==> src/pkg/mac_cfg.svh <==
// Register map, field positions and reset values of the MAC unit
`ifndef MAC_CFG_SVH
`define MAC_CFG_SVH

// ----------------------------------------------------------------
// Register indices, byte address = 4 x index
// ----------------------------------------------------------------
`define MAC_IDX_CTRL 3'h0
`define MAC_IDX_OPA 3'h1
`define MAC_IDX_OPB 3'h2
`define MAC_IDX_ACCH 3'h3
`define MAC_IDX_ACCM 3'h4
`define MAC_IDX_ACCL 3'h5
`define MAC_IDX_STAT 3'h6
`define MAC_IDX_MASK 3'h7

// ----------------------------------------------------------------
// Bus address layout
// ----------------------------------------------------------------
`define MAC_ADR_W 8
`define MAC_IDX_HI 4
`define MAC_IDX_LO 2
`define MAC_ADR_TOP_HI 7
`define MAC_ADR_TOP_LO 5
`define MAC_ADR_TOP_ZERO 3'h0
`define MAC_ADR_LOW_ZERO 2'h0

// ----------------------------------------------------------------
// Control word fields
// ----------------------------------------------------------------
`define MAC_B_SGN 0
`define MAC_B_ACC 1
`define MAC_B_SUB 2
`define MAC_B_ONE 3
`define MAC_B_SQU 4
`define MAC_B_CLD 5
`define MAC_B_INH 6
`define MAC_B_OVF 7
`define MAC_B_DIV 8
`define MAC_CTRL_STORE 16'h015f

// ----------------------------------------------------------------
// Interrupt status and mask fields
// ----------------------------------------------------------------
`define MAC_IRQ_W 2
`define MAC_IRQ_DONE 0
`define MAC_IRQ_OVF 1

// ----------------------------------------------------------------
// Reset values
// ----------------------------------------------------------------
`define MAC_RST16 16'h0000
`define MAC_RST48 48'h000000000000
`define MAC_RST32 32'h00000000
`define MAC_RST_IRQ 2'h0

`endif

==> src/pkg/mac_pkg.sv <==
// Types shared by the MAC unit modules
package mac_pkg;

  // ----------------------------------------------------------------
  // Sequencer states
  // ----------------------------------------------------------------
  typedef enum logic [1:0] {
    MAC_IDLE = 2'b01,
    MAC_RUN = 2'b10
  } mac_state_t;

endpackage

==> src/pkg/mac_if.sv <==
// Link between the MAC register block and its arithmetic core
`timescale 1ns/1ps
`default_nettype none

interface mac_if;
  logic start;
  logic abort;
  logic sgn;
  logic accm;
  logic sub;
  logic [15:0] opa;
  logic [15:0] opb;
  logic [47:0] acc;
  logic [47:0] result;
  logic ovf;
  logic done;

  modport host (
    output start, abort, sgn, accm, sub, opa, opb, acc,
    input result, ovf, done
  );

  modport unit (
    input start, abort, sgn, accm, sub, opa, opb, acc,
    output result, ovf, done
  );
endinterface

`default_nettype wire

==> src/mac_core.sv <==
// Arithmetic core: one multiply with add, subtract or negate
`timescale 1ns/1ps
`default_nettype none
`include "mac_cfg.svh"

module mac_core
  import mac_pkg::*;
(
  // Clock and reset
  input wire logic clk_sys,
  input wire logic rst_b,
  // Link to the register block
  mac_if.unit lnk
);

  logic [16:0] a_x;
  logic [16:0] b_x;
  logic signed [33:0] prod;
  logic [49:0] prod_x;
  logic [49:0] acc_x;
  logic [49:0] base;
  logic [49:0] sum;
  logic ovf_next;
  logic [47:0] result_reg;
  logic ovf_reg;
  logic done_reg;

  // ----------------------------------------------------------------
  // Datapath
  // ----------------------------------------------------------------
  always_comb begin
    a_x = {lnk.sgn & lnk.opa[15], lnk.opa};
    b_x = {lnk.sgn & lnk.opb[15], lnk.opb};
    prod = $signed(a_x) * $signed(b_x);
    prod_x = {{16{prod[33]}}, prod};
    // Sign of the whole accumulator sits in the high word
    acc_x = {{2{lnk.sgn & lnk.acc[47]}}, lnk.acc};
    base = lnk.accm ? acc_x : 50'h0;
    sum = lnk.sub ? (base - prod_x) : (base + prod_x);
    // Two guard bits catch both signed and unsigned range loss
    if (lnk.sgn) begin
      ovf_next = (sum[49] != sum[48]) || (sum[48] != sum[47]);
    end else begin
      ovf_next = (sum[49:48] != 2'h0);
    end
  end

  // ----------------------------------------------------------------
  // Result registers
  // ----------------------------------------------------------------
  always_ff @(posedge clk_sys or negedge rst_b) begin
    if (!rst_b) begin
      result_reg <= `MAC_RST48;
      ovf_reg <= 1'b0;
    end else if (lnk.start && !lnk.abort) begin
      result_reg <= sum[47:0];
      ovf_reg <= ovf_next;
    end
  end

  always_ff @(posedge clk_sys or negedge rst_b) begin
    if (!rst_b) begin
      done_reg <= 1'b0;
    end else begin
      done_reg <= lnk.start && !lnk.abort;
    end
  end

  assign lnk.result = result_reg;
  assign lnk.ovf = ovf_reg;
  assign lnk.done = done_reg;

endmodule

`default_nettype wire

==> src/mac_top.sv <==
// MAC unit: Wishbone register block, trigger logic and accumulator
//
// What this block does
// - Inhibit bit 0 writes results to accumulator; 1 leaves it unchanged.
// - Inhibit control is control bit 6; it never affects division.
// - Overflow flag, control bit 7, reads 1 after an overflowing op.
// - Overflow flag clears on reset, operation start and clear-all-data.
// - Control bits 15 to 9 always read as zero.
// - Operands A and B are freely readable and writable 16-bit words.
// - Loading operands starts the chosen op; result goes to accumulator.
// - Operands are signed or unsigned as the signed-select bit says.
// - Accumulator is 48 bits in three words; high word is bytes 5,4.
// - In signed mode accumulator bit 47 is the sign.
// - Operands and high accumulator word reset to zero, free access.
// - Single trigger 0 needs both operands written; 1 starts on either.
// - Square enable: either write loads both operands, starts a square.
// - Clear strobe zeroes data, flag, sequence; aborts; self-clears.
// - Middle word is bytes 3,2; low word bytes 1,0; both reset zero.
//
// The implementer's own choice: the Wishbone interface to the registers.
`timescale 1ns/1ps
`default_nettype none
`include "mac_cfg.svh"

module mac_top
  import mac_pkg::*;
(
  // Clock and reset
  input wire logic clk_sys,
  input wire logic rst_b,
  // Wishbone slave
  input wire logic wb_cyc_i,
  input wire logic wb_stb_i,
  input wire logic wb_we_i,
  input wire logic [`MAC_ADR_W-1:0] wb_adr_i,
  input wire logic [3:0] wb_sel_i,
  input wire logic [31:0] wb_dat_i,
  output logic [31:0] wb_dat_o,
  output logic wb_ack_o,
  // Interrupt
  output logic irq_o
);

  // ----------------------------------------------------------------
  // Helpers
  // ----------------------------------------------------------------
  function automatic logic [15:0] mac_merge(
    input logic [15:0] old_val,
    input logic [15:0] new_val,
    input logic [3:0] sel
  );
    logic [15:0] r;
    r = old_val;
    if (sel[0]) begin
      r[7:0] = new_val[7:0];
    end
    if (sel[1]) begin
      r[15:8] = new_val[15:8];
    end
    return r;
  endfunction

  function automatic logic mac_hit(
    input logic acc_ok,
    input logic [2:0] idx,
    input logic [2:0] want
  );
    return acc_ok && (idx == want);
  endfunction

  // ----------------------------------------------------------------
  // Declarations
  // ----------------------------------------------------------------
  mac_if lnk ();

  mac_state_t state_reg;
  mac_state_t state_next;
  logic ack_reg;
  logic [31:0] dat_reg;
  logic [15:0] ctrl_reg;
  logic ovf_flag_reg;
  logic [15:0] opa_reg;
  logic [15:0] opb_reg;
  logic [47:0] acc_reg;
  logic a_seen_reg;
  logic b_seen_reg;
  logic [`MAC_IRQ_W-1:0] stat_reg;
  logic [`MAC_IRQ_W-1:0] mask_reg;

  logic req;
  logic adr_ok;
  logic [2:0] idx;
  logic wr;
  logic rd;
  logic [15:0] wdat;
  logic wr_ctrl;
  logic wr_a;
  logic wr_b;
  logic wr_acch;
  logic wr_accm;
  logic wr_accl;
  logic wr_stat;
  logic wr_mask;
  logic clear_all_data;
  logic square;
  logic single;
  logic trigger;
  logic done_ok;
  logic [15:0] opa_w;
  logic [15:0] opb_w;
  logic [15:0] ctrl_view;
  logic [15:0] rd_word;
  logic [`MAC_IRQ_W-1:0] stat_set;

  // ----------------------------------------------------------------
  // Bus decode
  // ----------------------------------------------------------------
  // Ack one cycle after the request; the one-cycle gap keeps it
  // from being mistaken for a second request
  assign req = wb_cyc_i && wb_stb_i && !ack_reg;
  assign wr = req && wb_we_i;
  assign rd = req && !wb_we_i;
  assign idx = wb_adr_i[`MAC_IDX_HI:`MAC_IDX_LO];
  assign adr_ok =
    (wb_adr_i[`MAC_ADR_TOP_HI:`MAC_ADR_TOP_LO] == `MAC_ADR_TOP_ZERO)
    && (wb_adr_i[1:0] == `MAC_ADR_LOW_ZERO);
  assign wdat = wb_dat_i[15:0];

  assign wr_ctrl = mac_hit(wr && adr_ok, idx, `MAC_IDX_CTRL);
  assign wr_a = mac_hit(wr && adr_ok, idx, `MAC_IDX_OPA);
  assign wr_b = mac_hit(wr && adr_ok, idx, `MAC_IDX_OPB);
  assign wr_acch = mac_hit(wr && adr_ok, idx, `MAC_IDX_ACCH);
  assign wr_accm = mac_hit(wr && adr_ok, idx, `MAC_IDX_ACCM);
  assign wr_accl = mac_hit(wr && adr_ok, idx, `MAC_IDX_ACCL);
  assign wr_stat = mac_hit(wr && adr_ok, idx, `MAC_IDX_STAT);
  assign wr_mask = mac_hit(wr && adr_ok, idx, `MAC_IDX_MASK);

  // Clear-all-data is a strobe; it is never stored
  assign clear_all_data = wr_ctrl && wb_sel_i[0] && wdat[`MAC_B_CLD];

  always_ff @(posedge clk_sys or negedge rst_b) begin
    if (!rst_b) begin
      ack_reg <= 1'b0;
    end else begin
      ack_reg <= req;
    end
  end

  // ----------------------------------------------------------------
  // Trigger logic
  // ----------------------------------------------------------------
  assign square = ctrl_reg[`MAC_B_SQU];
  assign single = ctrl_reg[`MAC_B_ONE];
  assign opa_w = mac_merge(opa_reg, wdat, wb_sel_i);
  assign opb_w = mac_merge(opb_reg, wdat, wb_sel_i);

  always_comb begin
    if (clear_all_data) begin
      trigger = 1'b0;
    end else if (square || single) begin
      trigger = wr_a || wr_b;
    end else begin
      trigger = (wr_a && b_seen_reg) || (wr_b && a_seen_reg);
    end
  end

  // Sequence counter: which operand has arrived since the last start
  always_ff @(posedge clk_sys or negedge rst_b) begin
    if (!rst_b) begin
      a_seen_reg <= 1'b0;
      b_seen_reg <= 1'b0;
    end else if (clear_all_data || trigger) begin
      a_seen_reg <= 1'b0;
      b_seen_reg <= 1'b0;
    end else begin
      if (wr_a) begin
        a_seen_reg <= 1'b1;
      end
      if (wr_b) begin
        b_seen_reg <= 1'b1;
      end
    end
  end

  // ----------------------------------------------------------------
  // Sequencer
  // ----------------------------------------------------------------
  always_comb begin
    case (state_reg)
      MAC_IDLE: begin
        state_next = trigger ? MAC_RUN : MAC_IDLE;
      end
      MAC_RUN: begin
        state_next = MAC_IDLE;
      end
      default: begin
        state_next = MAC_IDLE;
      end
    endcase
  end

  always_ff @(posedge clk_sys or negedge rst_b) begin
    if (!rst_b) begin
      state_reg <= MAC_IDLE;
    end else begin
      state_reg <= state_next;
    end
  end

  assign lnk.start = (state_reg == MAC_RUN);
  assign lnk.abort = clear_all_data;
  assign lnk.sgn = ctrl_reg[`MAC_B_SGN];
  assign lnk.accm = ctrl_reg[`MAC_B_ACC];
  assign lnk.sub = ctrl_reg[`MAC_B_SUB];
  assign lnk.opa = opa_reg;
  assign lnk.opb = opb_reg;
  assign lnk.acc = acc_reg;

  // Divide enable is kept only as a stored bit; no divider exists
  mac_core u_core (
    .clk_sys(clk_sys),
    .rst_b(rst_b),
    .lnk(lnk)
  );

  assign done_ok = lnk.done && !clear_all_data;

  // ----------------------------------------------------------------
  // Control word
  // ----------------------------------------------------------------
  always_ff @(posedge clk_sys or negedge rst_b) begin
    if (!rst_b) begin
      ctrl_reg <= `MAC_RST16;
    end else if (wr_ctrl) begin
      ctrl_reg <= mac_merge(ctrl_reg, wdat, wb_sel_i)
        & `MAC_CTRL_STORE;
    end
  end

  // A finishing result wins over a start in the same edge
  always_ff @(posedge clk_sys or negedge rst_b) begin
    if (!rst_b) begin
      ovf_flag_reg <= 1'b0;
    end else if (clear_all_data) begin
      ovf_flag_reg <= 1'b0;
    end else if (done_ok) begin
      ovf_flag_reg <= lnk.ovf;
    end else if (trigger) begin
      ovf_flag_reg <= 1'b0;
    end
  end

  // ----------------------------------------------------------------
  // Operand registers
  // ----------------------------------------------------------------
  always_ff @(posedge clk_sys or negedge rst_b) begin
    if (!rst_b) begin
      opa_reg <= `MAC_RST16;
    end else if (clear_all_data) begin
      opa_reg <= `MAC_RST16;
    end else if (wr_a) begin
      opa_reg <= opa_w;
    end else if (wr_b && square) begin
      opa_reg <= opb_w;
    end
  end

  always_ff @(posedge clk_sys or negedge rst_b) begin
    if (!rst_b) begin
      opb_reg <= `MAC_RST16;
    end else if (clear_all_data) begin
      opb_reg <= `MAC_RST16;
    end else if (wr_b) begin
      opb_reg <= opb_w;
    end else if (wr_a && square) begin
      opb_reg <= opa_w;
    end
  end

  // ----------------------------------------------------------------
  // Accumulator
  // ----------------------------------------------------------------
  // Hardware result wins over a software word write in the same edge
  always_ff @(posedge clk_sys or negedge rst_b) begin
    if (!rst_b) begin
      acc_reg <= `MAC_RST48;
    end else if (clear_all_data) begin
      acc_reg <= `MAC_RST48;
    end else if (done_ok) begin
      if (!ctrl_reg[`MAC_B_INH]) begin
        acc_reg <= lnk.result;
      end
    end else if (wr_acch) begin
      acc_reg[47:32] <= mac_merge(acc_reg[47:32], wdat, wb_sel_i);
    end else if (wr_accm) begin
      acc_reg[31:16] <= mac_merge(acc_reg[31:16], wdat, wb_sel_i);
    end else if (wr_accl) begin
      acc_reg[15:0] <= mac_merge(acc_reg[15:0], wdat, wb_sel_i);
    end
  end

  // ----------------------------------------------------------------
  // Interrupts
  // ----------------------------------------------------------------
  assign stat_set = {done_ok && lnk.ovf, done_ok};

  // Write one to clear; a new event in the same edge still sets
  always_ff @(posedge clk_sys or negedge rst_b) begin
    if (!rst_b) begin
      stat_reg <= `MAC_RST_IRQ;
    end else if (wr_stat && wb_sel_i[0]) begin
      stat_reg <= (stat_reg & ~wdat[`MAC_IRQ_W-1:0]) | stat_set;
    end else begin
      stat_reg <= stat_reg | stat_set;
    end
  end

  always_ff @(posedge clk_sys or negedge rst_b) begin
    if (!rst_b) begin
      mask_reg <= `MAC_RST_IRQ;
    end else if (wr_mask && wb_sel_i[0]) begin
      mask_reg <= wdat[`MAC_IRQ_W-1:0];
    end
  end

  assign irq_o = |(stat_reg & mask_reg);

  // ----------------------------------------------------------------
  // Read back
  // ----------------------------------------------------------------
  always_comb begin
    ctrl_view = ctrl_reg & `MAC_CTRL_STORE;
    ctrl_view[`MAC_B_OVF] = ovf_flag_reg;
  end

  always_comb begin
    rd_word = `MAC_RST16;
    if (adr_ok) begin
      case (idx)
        `MAC_IDX_CTRL: begin
          rd_word = ctrl_view;
        end
        `MAC_IDX_OPA: begin
          rd_word = opa_reg;
        end
        `MAC_IDX_OPB: begin
          rd_word = opb_reg;
        end
        `MAC_IDX_ACCH: begin
          rd_word = acc_reg[47:32];
        end
        `MAC_IDX_ACCM: begin
          rd_word = acc_reg[31:16];
        end
        `MAC_IDX_ACCL: begin
          rd_word = acc_reg[15:0];
        end
        `MAC_IDX_STAT: begin
          rd_word = {14'h0, stat_reg};
        end
        `MAC_IDX_MASK: begin
          rd_word = {14'h0, mask_reg};
        end
        default: begin
          rd_word = `MAC_RST16;
        end
      endcase
    end
  end

  // Unmapped addresses still ack, reading zero
  always_ff @(posedge clk_sys or negedge rst_b) begin
    if (!rst_b) begin
      dat_reg <= `MAC_RST32;
    end else if (rd) begin
      dat_reg <= {16'h0, rd_word};
    end
  end

  assign wb_ack_o = ack_reg;
  assign wb_dat_o = dat_reg;

endmodule

`default_nettype wire

==> config.mk <==
export PLATFORM = sky130hd
export DESIGN_NAME = mac_top
export DESIGN_NICKNAME = d
export VERILOG_FILES = /design/src/pkg/mac_pkg.sv /design/src/pkg/mac_if.sv /design/src/mac_core.sv /design/src/mac_top.sv
export VERILOG_INCLUDE_DIRS = /design/src /design/src/pkg
export SDC_FILE = /design/constraint.sdc
export NUM_CORES = 1
export LEC_CHECK = 0
export ABC_AREA = 1
export BUFFER_PORTS_ARGS = -buffer_cell sky130_fd_sc_hd__buf_2
export CAP_MARGIN = 40
export CORE_AREA = 5 5 198 296
export CTS_BUF_LIST = sky130_fd_sc_hd__clkbuf_8 sky130_fd_sc_hd__clkbuf_16
export DETAILED_ROUTE_END_ITERATION = 8
export DIE_AREA = 0 0 203 301
export PLACE_DENSITY = 0.56
export SLEW_MARGIN = 20
export SYNTH_ARGS = -nofsm -noshare
export SYNTH_HDL_FRONTEND = slang
export SYNTH_SLANG_ARGS = --single-unit
==> constraint.sdc <==
create_clock -name clk_sys -period 26.9 [get_ports clk_sys]
set_clock_uncertainty 0.2 [all_clocks]
set_input_delay 2.69 -clock clk_sys [delete_from_list [all_inputs] [get_ports clk_sys]]
set_output_delay 2.69 -clock clk_sys [all_outputs]
set_load 0.03 [all_outputs]
# Word level (Yosys, flattened, before mapping)
# Index checks and enable logic that the tools add are counted.
totals:
  ff_bits: 163
  latchBits: 0
  mem_bits_rw: 0
  mem_bits_ro: 0
  input_bits: 49
  output_inout_bits: 34
  elab_cells: 139
  n_memories: 0
op_classes:
  addsub: 2
  mul: 1
  div_mod_pow: 0
  order_cmp: 0
  eq_ne: 14
  shifts: 0
  muxes: 37
  bitwise: 8
  reduce_logical: 56
ops:
  columns: ["op", "count"]
  rows:
  - ["two-way mux 16 bit", 11]
  - ["two-way mux 48 bit", 3]
  - ["one-hot mux 16 bit (8 select lines)", 1]
  - ["two-way mux 50 bit", 2]
  - ["adder 50 bit", 1]
  - ["subtractor 50 bit", 1]
  - ["two-way mux 8 bit", 6]
  - ["multiplier 17 x 17 -> 34 bit", 1]
  - ["two-way mux 32 bit", 1]
  - ["logical AND 1 bit", 25]
  - ["nonzero test 3 bit", 8]
  - ["== test 3 bit (second input constant)", 4]
  - ["two-way mux 1 bit", 10]
  - ["AND reduction 5 bit", 2]
  - ["AND reduction 4 bit", 2]
  - ["== test 3 x 2 -> 1 bit (second input constant)", 2]
  - ["logical NOT 3 bit", 2]
  - ["two-way mux 2 bit", 3]
  - ["inequality test 3 x 1 -> 1 bit (second input constant)", 2]
  - ["AND reduction 3 bit", 2]
  - ["nonzero test 2 bit", 3]
  - ["logical OR 1 bit", 5]
  - ["AND 2 bit", 2]
  - ["OR 2 bit", 2]
  - ["11 further kinds", 17]

# Longest topological paths before layout
depth:
  word_depth: 12
  depth_mapped: 53
  mapped_depth_nobuf: 51

# Modules after synthesis
# Synthesis repeated with hierarchy kept, for this count alone.
unflattened:
  cells_unflattened: 3599
  hier_area_um2: 24900.1
by_module_without_submodules:
  columns: ["module", "instances", "cells_each", "area_per_inst_um2"]
  rows:
  - ["mac_core", 1, 2711, 18484.0]
  - ["mac_top", 1, 888, 6416.2]

# Least setup slack after synthesis
# Ideal clock, no wire load.
synth_timing:
  path_type: "reg-to-reg"
  from: "reg opa_reg[15] (netlist: lnk.opa[15])"
  to: "reg u_core.ovf_reg (netlist: u_core.lnk.ovf)"
  arrival_time_ns: 8.162
  required_time_ns: 26.584
  path_slack_ns: 18.421
  stages_incl_launch_ff: 48
  path_buffers: 2
  cell_sequence: "dfrtp_1 -> clkbuf_1 -> nand2_1 -> clkbuf_1 -> inv_1 -> nand2_1 -> fa_1 -> inv_1 -> fa_1 -> inv_1 -> fa_1 -> fa_1 -> inv_1 -> fa_1 -> fa_1 -> ha_1 -> nand2_1 -> nor2_1 -> (+12 left out) -> nand2_1 -> ha_1 -> inv_1 -> o21bai_1 -> o21ai_0 -> a21oi_1 -> a211oi_1 -> o211ai_1 -> or2_2 -> nand2_1 -> inv_1 -> nand2_2 -> nand2_1 -> ha_1 -> nor2_1 -> nand3_1 -> nand2_1 -> nand2_1"
synth_via:
  elab_chain_cells: 7
  word_cells_on_any_way: 10
  cone_classes: "2 x add/sub; 1 x mul; 2 x eq/ne; 2 x mux; 1 x bitwise; 2 x reduce/logical"
synth_rtl:
  columns: ["element", "line", "text"]
  rows:
  - ["start, declared", "mac_top.sv:82", "logic [15:0] opa_reg;"]
  - ["start signal, assigned", "mac_top.sv:258", "opa_reg <= `MAC_RST16;"]
  - ["start signal, assigned", "mac_top.sv:260", "opa_reg <= `MAC_RST16;"]
  - ["start signal, assigned", "mac_top.sv:262", "opa_reg <= opa_w;"]
  - ["AND 1 bit", "mac_core.sv:32", "a_x = {lnk.sgn & lnk.opa[15], lnk.opa};"]
  - ["multiplier 17 x 17 -> 34 bit (*)", "mac_core.sv:34", "prod = $signed(a_x) * $signed(b_x);"]
  - ["adder 50 bit / subtractor 50 bit (equally long branches)", "mac_core.sv:39", "sum = lnk.sub ? (base - prod_x) : (base + prod_x);"]
  - ["two-way mux 50 bit (*)", "mac_core.sv:39", null]
  - ["inequality test 1 bit", "mac_core.sv:42", "ovf_next = (sum[49] != sum[48]) || (sum[48] != sum[47]);"]
  - ["logical OR 1 bit", "mac_core.sv:42", null]
  - ["two-way mux 1 bit (*)", "mac_core.sv:41", "if (lnk.sgn) begin"]
  - ["end signal, assigned", "mac_core.sv:57", "ovf_reg <= ovf_next;"]
  - ["end, declared", "mac_core.sv:25", "logic ovf_reg;"]
# Mark *: on every way between the ends. The rest lies on a longest branch, timed or not.
# A chain may end at the register's enable or synchronous reset.

# Worst setup path in the final report
# Ends and elaborated chain as after synthesis.

==> reports/metrics.csv <==
metric,value,unit
die_x,203,um
globalRoute.totalOverflow,0,
place.gp.congestion,0.9747,
synth_cell_types,67,
initial_core_util,44.57,%
syn_to_final_growth,6.416,%
yosysMostFrequentCell,nand2_1,
wl_per_cell,21.55,um
critical-path-slowest-cell,dfrtp_1,
synth-seq-area-share,16.47,%
cts-root-buf,clkbuf_16,
viasPerCell,5.380,
outcome,"finished, final reports clean",
antenna_found_initial,0,
yosysTopAreaCell,fa_1,
grt_max_degree,73,
slew_headroom,41.64,%
final_max_slew_viol_count,0,
cts.sinks,163,
drc,0,
synth_edf_count,0,
synth_flop_cell,dfrtp_1,
avgSynthCellArea,7.095,um^2
io_buffers,48,
clk_latency,0.46,ns
min-delay-path-class,reg2reg,
maxCapViolations,0,
critPathMaxStageDelay,0.87,ns
die-area,61100,um^2
synth-seq-cells,163,
grt_usage,29.44,%
cts_tree,built,
cts_setup_buffers,0,
critical_path_required,27.04,ns
startpoint_type,register,
nets,3953,
cpMostUsedCell,nand2_1,
placementRows,106,
drtAntennaViolNets,0,
setup_viol,0,
drt-initial-drc-count,1608,
grt_pass1_vias,23350,
synthCells,3491,
ys_warn_count,0,
routed_wirelength,90200,um
antennaDiodeCount,0,
core_area,55570,um^2
synthArstFlopShare,100.0,%
die_height,301,um
grt_pass1_wl,135700,um
worst-path-max-fanout,19,
cts_hold_buf,0,
critPathArrivalTime,11.15,ns
synth_commonest_cells,"nand2_1, inv_1, fa_1, nor2_1, dfrtp_1",
cts_buffers,17,
postCtsResizedCells,0,
setup_tns,0,ns
period_needed,11.01,ns
dr_total_vias,22520,
path_delay_family,simple AND/OR/NAND/NOR gates,
worstSetupPathType,reg2reg,
drt-pass1-iter-count,6,
path_buf_inv,3,
io_pins,83,
rsz0062_at_grt,false,
max_clock_freq,90.81,MHz
max_slew.worst_pin.slew,0.8754,ns
drive_above_1_share,6.889,%
dpl.hpwl,75250,um
synth_area_leaders,"fa_1, dfrtp_1, nand2_1",
clk_pin_slew,0.08,ns
htree_levels,4,
syn_area,24770,um^2
endpoint_kind,register,
hold_viol,0,
netlist.area_leader.share,24.01,%
period_share,40.94,%
cts_buffer_depth,2,
[through the flow]
step | utilization [%] | hold slack, ns | cells | area, um^2 | setup slack [ns]
floorplan | - | 0.2492 | 3506 | 24820 | 18.42
global route | 47.43 | 0.2840 | 4186 | 26360 | 15.05
global placement | 45.85 | 0.2446 | 4139 | 25480 | 15.76
detailed placement | 46.03 | 0.2487 | 4145 | 25580 | 15.66
CTS | 47.15 | 0.2609 | 4177 | 26200 | 15.69
finish | 47.43 | 0.2618 | 4186 | 26360 | 15.89
[cell usage in the layout, fill, tap and decap left out, types with 6 or more instances in the layout]
master,instances
conb_1,16
xnor2_1,30
inv_2,17
o21bai_1,11
buf_4,14
nand3_1,87
fa_1,297
nor2_2,24
a211oi_1,10
nor3_1,14
a22oi_1,6
buf_2,47
nor2_1,199
or2_2,10
ha_1,136
buf_8,11
a2111oi_0,7
a31oi_1,15
xor2_1,39
clkbuf_16,17
nand3b_1,6
inv_1,824
dfrtp_1,162
o21ai_0,133
nand2_1,909
o21ai_1,9
a21o_1,14
nand4_1,27
o22ai_1,97
nand2_2,33
a21oi_1,154
nand3_2,10
[cells by family (layout without fill, tap and decap cells)]
family                     Yosys count  after routing  share of synthesized area, %
and+or+nand+nor                   1348           1348                         22.86
AOI/OAI and AO/OA                  492            492                         11.65
adders and majority gates          433            433                         30.88
xor gates and xnor gates            76             76                         2.945
buffers and inverters              978            956                         15.18
other                                1             16                       0.01514
DFF                                163            163                         16.47
[layout make-up]
class	instances	area, um^2
inverter	847	3181
sequential	163	4080
multi-input combinational	2365	16990
fill	5744	29210
tap	702	878.3
timing repair buffer	77	610.6
clock buffer	17	425.4
clock inverter	15	195.2
[layer usage]
metal	vias to the layer above	part of all wire, %	track usage, %
met2	717	51	53.08
met5	-	0	0
met4	0	10	24.88
li1	10520	-	-
met1	11020	35	31.22
met3	262	3.4	1.767
[worst paths after layout]
path                                          from                           endpoint  slack [ns]  cells past startpoint
setup reg to reg           lnk.opa[15]$_DFFE_PN0P_         u_core.lnk.ovf$_DFFE_PN0P_       15.89                     43
hold reg to reg                 wb_ack_o$_DFF_PN0_                 wb_ack_o$_DFF_PN0_        0.26                      1
max in group asynchronous                    rst_b  u_core.lnk.result[40]$_DFFE_PN0P_       23.26                      2
setup / recovery           lnk.opa[15]$_DFFE_PN0P_         u_core.lnk.ovf$_DFFE_PN0P_       15.89                     43
hold / removal                  wb_ack_o$_DFF_PN0_                 wb_ack_o$_DFF_PN0_        0.26                      1
min in group asynchronous                    rst_b          u_core.lnk.done$_DFF_PN0_        2.06                      1
[worst reg2reg max path: cells and delay by family (launching register included)]
family	cells	cell delay, ns
DFF	1	0.87
buffers and inverters	3	0.28
and+or+nand+nor	29	4.58
adders and majority gates	9	4.54
AOI/OAI and AO/OA	2	0.45
Power is left out: the tool's default activity adds up to more than one toggle a clock period on the data nets, which glitch-free logic cannot reach.
